### src/flash_host_regs.svh
/*
  Register map, field positions, reset values and timing counts for the flash host.
  Assumes inclusion by the host and bench modules; holds definitions only.
*/
`ifndef FLASH_HOST_REGS_SVH
`define FLASH_HOST_REGS_SVH
`define REG_CTRL 4'h0
`define REG_ADDR 4'h4
`define REG_WDATA 4'h8
`define REG_STATUS 4'hC
`define CTRL_GO 0
`define CTRL_OP_LSB 1
`define CTRL_OP_MSB 2
`define CTRL_WORD 3
`define CTRL_RESET_VAL 32'h0000_0000
`define ST_BUSY 0
`define ST_DONE 1
`define ST_FAIL 2
`define ST_RDY 3
`define ST_ERWIN 4
`define ST_RDATA_LSB 16
`define T_STROBE_NS 50
`define CLK_NS 10
`define STROBE_CYC ((`T_STROBE_NS + `CLK_NS - 1) / `CLK_NS)
`endif

### src/flash_host_pkg.sv
/*
  Types for the flash host controller.
  Assumes flash_host_regs.svh is in the include path.
*/
package flash_host_pkg;
  typedef enum logic [1:0] {OP_READ, OP_WRITE, OP_POLL, OP_RESET} op_t;
  typedef enum {S_IDLE, S_SETUP, S_STROBE, S_HOLD, S_RD1, S_RD2, S_RD3, S_DONE} state_t;
endpackage

### src/flash_host.sv
/*
  Host controller driving a parallel NOR flash: single bus cycles and toggle polling.
  Assumes Avalon-MM master on clock, flash pins asynchronous to clock.
*/
// Local design decisions: the placing of the registers and register access over Avalon-MM.
`timescale 1ns/100ps
`default_nettype none
`include "flash_host_regs.svh"
module flash_host import flash_host_pkg::*; #(
  parameter int AW = 22
) (
  input wire logic clock,
  input wire logic rst,
  input wire logic [3:0] avsAddress,
  input wire logic avsRead,
  input wire logic avsWrite,
  input wire logic [31:0] avsWriteData,
  output logic [31:0] avsReadData,
  output logic avsWaitRequest,
  output logic [AW-1:0] flashAddr,
  output logic [15:0] dataOut,
  output logic dataOutEnN,
  input wire logic [15:0] dataIn,
  output logic chipSelN,
  output logic writeEnN,
  output logic outEnN,
  output logic resetN,
  output logic wordMode,
  input wire logic readyBusyIn
);
  localparam logic [7:0] STROBE = 8'(`STROBE_CYC);
  logic [15:0] dinS1, dinS2;
  logic rbS1, rbS2;
  state_t st_reg, st_next;
  op_t op_reg, op_next;
  logic [AW-1:0] addr_reg, addr_next;
  logic [15:0] wdata_reg, wdata_next, rdata_reg, rdata_next, first_reg, first_next;
  logic word_reg, word_next, busy_reg, busy_next, done_reg, done_next;
  logic fail_reg, fail_next, recheck_reg, recheck_next;
  logic cs_reg, cs_next, we_reg, we_next, oe_reg, oe_next, den_reg, den_next;
  logic rst_reg, rst_next;
  logic [31:0] rd_reg, rd_next;
  logic wait_reg, wait_next;
  logic tLoad, tDone;

  strobe_timer #(.W(8)) timer (
    .clock(clock), .rst(rst), .load(tLoad), .count(STROBE), .done(tDone)
  );

  // Toggle flag in bit 6 changed between two status reads
  function automatic logic toggled(input logic [15:0] a, input logic [15:0] b);
    return (a[6] != b[6]);
  endfunction

  always_ff @(posedge clock) begin
    dinS1 <= dataIn;
    dinS2 <= dinS1;
    rbS1 <= readyBusyIn;
    rbS2 <= rbS1;
  end

  // Bus slave and sequencer
  always_comb begin
    st_next = st_reg;
    op_next = op_reg;
    addr_next = addr_reg;
    wdata_next = wdata_reg;
    rdata_next = rdata_reg;
    first_next = first_reg;
    word_next = word_reg;
    busy_next = busy_reg;
    done_next = done_reg;
    fail_next = fail_reg;
    recheck_next = recheck_reg;
    cs_next = cs_reg;
    we_next = we_reg;
    oe_next = oe_reg;
    den_next = den_reg;
    rst_next = 1'b1;
    rd_next = rd_reg;
    wait_next = 1'b1;
    tLoad = 1'b0;
    if ((avsRead || avsWrite) && wait_reg) begin
      wait_next = 1'b0;
    end
    // Write lands at the edge that sees waitrequest low
    if (avsWrite && !wait_reg) begin
      begin
        unique case (avsAddress)
          `REG_CTRL: begin
            word_next = avsWriteData[`CTRL_WORD];
            if (avsWriteData[`CTRL_GO] && !busy_reg) begin
              op_next = op_t'(avsWriteData[`CTRL_OP_MSB:`CTRL_OP_LSB]);
              busy_next = 1'b1;
              done_next = 1'b0;
              fail_next = 1'b0;
              recheck_next = 1'b0;
              st_next = S_SETUP;
            end
          end
          `REG_ADDR: addr_next = avsWriteData[AW-1:0];
          `REG_WDATA: wdata_next = avsWriteData[15:0];
          default: ;
        endcase
      end
    end
    if (avsRead && !avsWrite && wait_reg) begin
      begin
        unique case (avsAddress)
          `REG_STATUS: begin
            rd_next = 32'h0;
            rd_next[`ST_BUSY] = busy_reg;
            rd_next[`ST_DONE] = done_reg;
            rd_next[`ST_FAIL] = fail_reg;
            rd_next[`ST_RDY] = rbS2;
            rd_next[`ST_ERWIN] = rdata_reg[3];
            rd_next[31:`ST_RDATA_LSB] = rdata_reg;
          end
          `REG_ADDR: rd_next = 32'(addr_reg);
          `REG_WDATA: rd_next = {16'h0, wdata_reg};
          `REG_CTRL: rd_next = {28'h0, word_reg, 3'h0};
          default: rd_next = 32'h0;
        endcase
      end
    end
    unique case (st_reg)
      S_IDLE: ;
      S_SETUP: begin
        cs_next = 1'b0;
        if (op_reg == OP_RESET) begin
          rst_next = 1'b0;
          tLoad = 1'b1;
          st_next = S_HOLD;
        end else if (op_reg == OP_WRITE) begin
          oe_next = 1'b1;
          we_next = 1'b0;
          den_next = 1'b0;
          tLoad = 1'b1;
          st_next = S_STROBE;
        end else begin
          oe_next = 1'b0;
          tLoad = 1'b1;
          st_next = S_RD1;
        end
      end
      S_STROBE: if (tDone) begin
        we_next = 1'b1;
        tLoad = 1'b1;
        st_next = S_HOLD;
      end
      S_HOLD: begin
        if (op_reg == OP_RESET) begin
          rst_next = tDone;
        end
        if (tDone) begin
          cs_next = 1'b1;
          den_next = 1'b1;
          st_next = S_DONE;
        end
      end
      S_RD1: if (tDone) begin
        rdata_next = dinS2;
        first_next = dinS2;
        oe_next = 1'b1;
        cs_next = 1'b1;
        if (op_reg == OP_READ) begin
          st_next = S_DONE;
        end else begin
          tLoad = 1'b1;
          st_next = S_RD2;
        end
      end
      S_RD2: begin
        cs_next = 1'b0;
        oe_next = 1'b0;
        if (tDone) begin
          tLoad = 1'b1;
          st_next = S_RD3;
        end
      end
      S_RD3: if (tDone) begin
        rdata_next = dinS2;
        oe_next = 1'b1;
        cs_next = 1'b1;
        if (!toggled(first_reg, dinS2)) begin
          st_next = S_DONE;
        end else if (dinS2[5] && recheck_reg) begin
          fail_next = 1'b1;
          st_next = S_DONE;
        end else begin
          recheck_next = dinS2[5];
          first_next = dinS2;
          tLoad = 1'b1;
          st_next = S_RD2;
        end
      end
      S_DONE: begin
        busy_next = 1'b0;
        done_next = 1'b1;
        st_next = S_IDLE;
      end
    endcase
  end

  always_ff @(posedge clock) begin
    if (rst) begin
      st_reg <= S_IDLE;
      op_reg <= OP_READ;
      addr_reg <= '0;
      wdata_reg <= 16'h0;
      rdata_reg <= 16'h0;
      first_reg <= 16'h0;
      word_reg <= 1'b0;
      busy_reg <= 1'b0;
      done_reg <= 1'b0;
      fail_reg <= 1'b0;
      recheck_reg <= 1'b0;
      cs_reg <= 1'b1;
      we_reg <= 1'b1;
      oe_reg <= 1'b1;
      den_reg <= 1'b1;
      rst_reg <= 1'b1;
      rd_reg <= 32'h0;
      wait_reg <= 1'b1;
    end else begin
      st_reg <= st_next;
      op_reg <= op_next;
      addr_reg <= addr_next;
      wdata_reg <= wdata_next;
      rdata_reg <= rdata_next;
      first_reg <= first_next;
      word_reg <= word_next;
      busy_reg <= busy_next;
      done_reg <= done_next;
      fail_reg <= fail_next;
      recheck_reg <= recheck_next;
      cs_reg <= cs_next;
      we_reg <= we_next;
      oe_reg <= oe_next;
      den_reg <= den_next;
      rst_reg <= rst_next;
      rd_reg <= rd_next;
      wait_reg <= wait_next;
    end
  end

  assign avsReadData = rd_reg;
  assign avsWaitRequest = wait_reg;
  assign flashAddr = addr_reg;
  assign dataOut = wdata_reg;
  assign dataOutEnN = den_reg;
  assign chipSelN = cs_reg;
  assign writeEnN = we_reg;
  assign outEnN = oe_reg;
  assign resetN = rst_reg;
  assign wordMode = word_reg;

  writeGate_a: assert property (@(posedge clock) disable iff (rst)
    !writeEnN |-> (!chipSelN && outEnN)) else $error("write strobe without select");
  addrStable_a: assert property (@(posedge clock) disable iff (rst)
    !chipSelN && $past(!chipSelN) |-> $stable(flashAddr)) else $error("address moved");
  failCause_a: assert property (@(posedge clock) disable iff (rst)
    $rose(fail_reg) |-> $past(recheck_reg)) else $error("fail without recheck");
  strobeLen_a: assert property (@(posedge clock) disable iff (rst)
    $fell(writeEnN) |-> !writeEnN [*5]) else $error("write strobe short");
  noDrive_a: assert property (@(posedge clock) disable iff (rst)
    !outEnN |-> dataOutEnN) else $error("bus contention");
  waitPulse_a: assert property (@(posedge clock) disable iff (rst)
    !avsWaitRequest |=> avsWaitRequest) else $error("waitrequest stuck low");
  resetLow_a: assert property (@(posedge clock) disable iff (rst)
    $fell(resetN) |-> ##[1:10] resetN) else $error("reset pulse unbounded");
  goneIdle_a: assert property (@(posedge clock) disable iff (rst)
    $rose(done_reg) |-> chipSelN && !busy_reg) else $error("done while selected");
endmodule // flash_host
`default_nettype wire

### src/strobe_timer.sv
/*
  Down counter giving one-cycle done pulse after a loaded count.
  Assumes a single clock and synchronous active-high reset.
*/
`timescale 1ns/100ps
`default_nettype none
module strobe_timer #(parameter int W = 8) (
  input wire logic clock,
  input wire logic rst,
  input wire logic load,
  input wire logic [W-1:0] count,
  output logic done
);
  logic [W-1:0] cnt_reg, cnt_next;
  logic done_reg, done_next;
  always_comb begin
    cnt_next = cnt_reg;
    done_next = 1'b0;
    if (load) begin
      cnt_next = count;
    end else if (cnt_reg != '0) begin
      cnt_next = cnt_reg - 1'b1;
      done_next = (cnt_reg == {{(W-1){1'b0}}, 1'b1});
    end
  end
  always_ff @(posedge clock) begin
    if (rst) begin
      cnt_reg <= '0;
      done_reg <= 1'b0;
    end else begin
      cnt_reg <= cnt_next;
      done_reg <= done_next;
    end
  end
  assign done = done_reg;
endmodule // strobe_timer
`default_nettype wire
### config.mk
export PLATFORM = sky130hd
export DESIGN_NAME = flash_host
export DESIGN_NICKNAME = d
export VERILOG_FILES = /design/src/flash_host_pkg.sv /design/src/flash_host.sv /design/src/strobe_timer.sv
export VERILOG_INCLUDE_DIRS = /design/src
export SDC_FILE = /design/constraint.sdc
export NUM_CORES = 1
export LEC_CHECK = 0
export BUFFER_PORTS_ARGS = -buffer_cell sky130_fd_sc_hd__buf_2
export CAP_MARGIN = 15
export CORE_ASPECT_RATIO = 1.75
export CORE_MARGIN = 2
export CORE_UTILIZATION = 45
export CTS_BUF_LIST = sky130_fd_sc_hd__clkbuf_8
export DETAILED_ROUTE_END_ITERATION = 16
export PLACE_DENSITY_LB_ADDON = 0.25
export SYNTH_ARGS = -nofsm -noshare
export SYNTH_HDL_FRONTEND = slang
export SYNTH_SLANG_ARGS = --single-unit
export TNS_END_PERCENT = 10
### constraint.sdc
create_clock -name clock -period 2.15 [get_ports clock]
set_input_delay 0.215 -clock clock [delete_from_list [all_inputs] [get_ports clock]]
set_output_delay 0.215 -clock clock [all_outputs]
set_load 0.05 [all_outputs]
==> reports/results.tsv <==
metric	value	unit
tightest_slew	802.7	ps
numCtsBuffers	17	
setup_tns	0	ps
synthFlopType	dfxtp_1	
grt_setup_unrepaired	false	
grt-ovfl-total	0	
avgSynthCellArea	9.489	um2
rows	56	
synth_area	6206	um2
wire_per_inst	15.65	um
clockBufferDepth	2	
end_kind	register	
start_util	46.13	%
finClkSkew	11.68	ps
min_path_type	in -> reg	
hold_violations	0	
max_freq	519.5	MHz
slew_violations	0	
viasPerCell	5.332	
drc	0	
worstHoldStart	avsWrite	
min_period_over_period	89.53	%
dp_hpwl	10.38	mm
vdd_ir_drop_max	522.0	uV
grt_antenna_before_repair	0	
synth_seq_area_share	56.45	%
async_flop_share	0	%
worst-r2r-cell-count	6	
start_kind	register	
grt_max_degree	44	
cts_root_buf	clkbuf_8	
fin_util	57.19	%
firstDrtPassIters	5	
drive_gt1_share	23.73	%
hold_end	avsWaitRequest	
leakagePower	0.003216	uW
drt_iter0_drc	249	
clock_sinks	175	
clock_latency	450	ps
cts_tree	done	
p_per_area	848.9	nW/um2
drt-total-wl	15.39	mm
numPortBuffers	123	
ys_ff_latch	175	
max_slew_margin	46.43	%
yosysUniqueCellTypes	59	
syn-num-nets	714	
critPathMaxFanout	10	
path_class	reg -> reg	
cp.required	2480	ps
pin_count	134	
antenna_cells	0	
antenna_left	0	
r2r_start	st_reg[3]	
syn2layout_area_growth	23.97	%
cap_violations	0	
fillers	1229	
cp.arrival	2250	ps
gp_congestion	0.9051	
coreArea	13450	um2
outcome	finished clean	
die_y	159.4	um
grt_pass1_vias	5208	
grt_use_total	20.92	%
chipWidth	92.77	um
synth-edff-count	0	
fin_crit	1925	ps
postCtsHoldBufs	30	
synthCells	654	
critical_path.reg2reg.endpoint	timer.cnt_reg[5]	
yosys_warnings	0	
holdPathStages	2	
layout.nets	856	
setup_viol	0	
cts_setup_buffers	0	
r2r_setup_slack	230	ps
path_clk_slew	90	ps
grt_pass1_wl	25.02	mm
die-area	14780	um2
ctsHtreeMaxLevel	4	
cts_resized	0	
num_vias	5241	
## through the flow
step           std cells  instance area (um2)  total power (uW)  setup WS [ps]  hold WS [ps]
4_1_cts              980                 7664              6573          171.2        0.6193
6_report             983                 7694              6531          225.1         11.94
3_3_place_gp         918                 6984              4316          298.7         311.7
3_5_place_dp         918                 6984              4355          193.4         312.1
2_1_floorplan        654                 6206              4156          356.2         242.7
5_1_grt              983                 7694              6828          23.02         2.947
## synth_stat cells (3+ instances only)
cell	count	share of area, %
nor3_1	27	2.2
xnor2_1	4	0.56
o21ai_0	4	0.32
nand4_1	5	0.50
inv_1	8	0.48
xor2_1	3	0.42
nand2b_1	3	0.30
a211oi_1	4	0.48
a22o_1	4	0.56
buf_2	10	0.81
o211ai_1	3	0.36
and2_1	4	0.40
nor2_2	8	0.81
nor2_1	46	2.8
a21oi_1	56	4.5
mux2i_1	18	2.9
dfxtp_1	175	56
nor4_2	6	1.2
nor2b_1	3	0.30
a221oi_1	20	2.8
nand2_1	108	6.5
nor4_1	4	0.40
mux2_2	4	0.73
o31ai_1	3	0.36
and3_1	33	3.3
nand3_1	14	1.1
clkbuf_1	36	2.2
a22oi_1	6	0.73
ha_1	3	0.60
## worst max-delay path, stage by stage (launching register included)
cell and delay (ps):
dfxtp_1 320, nor3_1 290, nand4_1 310, nor2_1 310, buf_4 230, a21o_1 250
nor3_1 100
## placed cells by master, fill, tap and decap left out, types with 14 or more instances in the layout
master         count
nor2_1            46
clkbuf_8          18
nand3_1           14
a21oi_1           56
nor3_1            27
nand2_1          108
dfxtp_1          175
a221oi_1          20
buf_2            122
and3_1            33
dlygate4sd3_1     33
mux2i_1           18
## power by group
part	internal, uW	total, uW	switching [uW]
combinational	347	846	499
sequential	3380	3490	111
clock	970	2200	1230
total	4700	6530	1840
## worst max path at each step
stage / startpoint / to / slack (ps) / depth (start not counted)
after global routing: st_reg[12] / recheck_reg / 20 / 6
after floorplan: avsWaitRequest / st_reg[2] / 360 / 5
after CTS: st_reg[3] / recheck_reg / 170 / 6
after global placement: st_reg[15] / timer.cnt_reg[7] / 300 / 6
final: st_reg[3] / timer.cnt_reg[5] / 230 / 6
after detailed placement: st_reg[3] / timer.cnt_reg[5] / 190 / 6
## routing by layer
layer	up-vias	wire, um	share of wire [%]	track usage [%]
met2	151	8085	53	36.59
met5	-	0	0	0
li1	2564	-	-	-
met4	0	419	2.7	8.824
met1	2495	6100	40	23.92
met3	31	783	5.1	5.159
## cells by family (layout without fill, tap and decap cells)
| group | count (synthesis) | count (layout) | share of synthesized area [%] |
|---|---|---|---|
| AND/OR/NAND/NOR | 275 | 275 | 22.04 |
| AO/OA/AOI/OAI | 115 | 115 | 12.10 |
| XOR/XNOR | 7 | 7 | 0.9879 |
| flip-flops | 175 | 175 | 56.45 |
| multiplexers | 23 | 23 | 3.992 |
| buffers and inverters | 56 | 211 | 3.831 |
| adder cells (fa/ha/maj) | 3 | 3 | 0.6049 |
## layout make-up
class                   count  area (um2)  share of cell area, %
flip-flops and latches    175        3503                  45.54
multi-input cells         423        2465                  32.04
repair buffers            171        1099                  14.28
clock buffers              18       247.7                  3.220
well taps                 174       217.7                  2.830
clock inverters            14       131.4                  1.708
inverters                   8       30.03                 0.3903
Note: power is estimated with default switching activity, not from simulation.
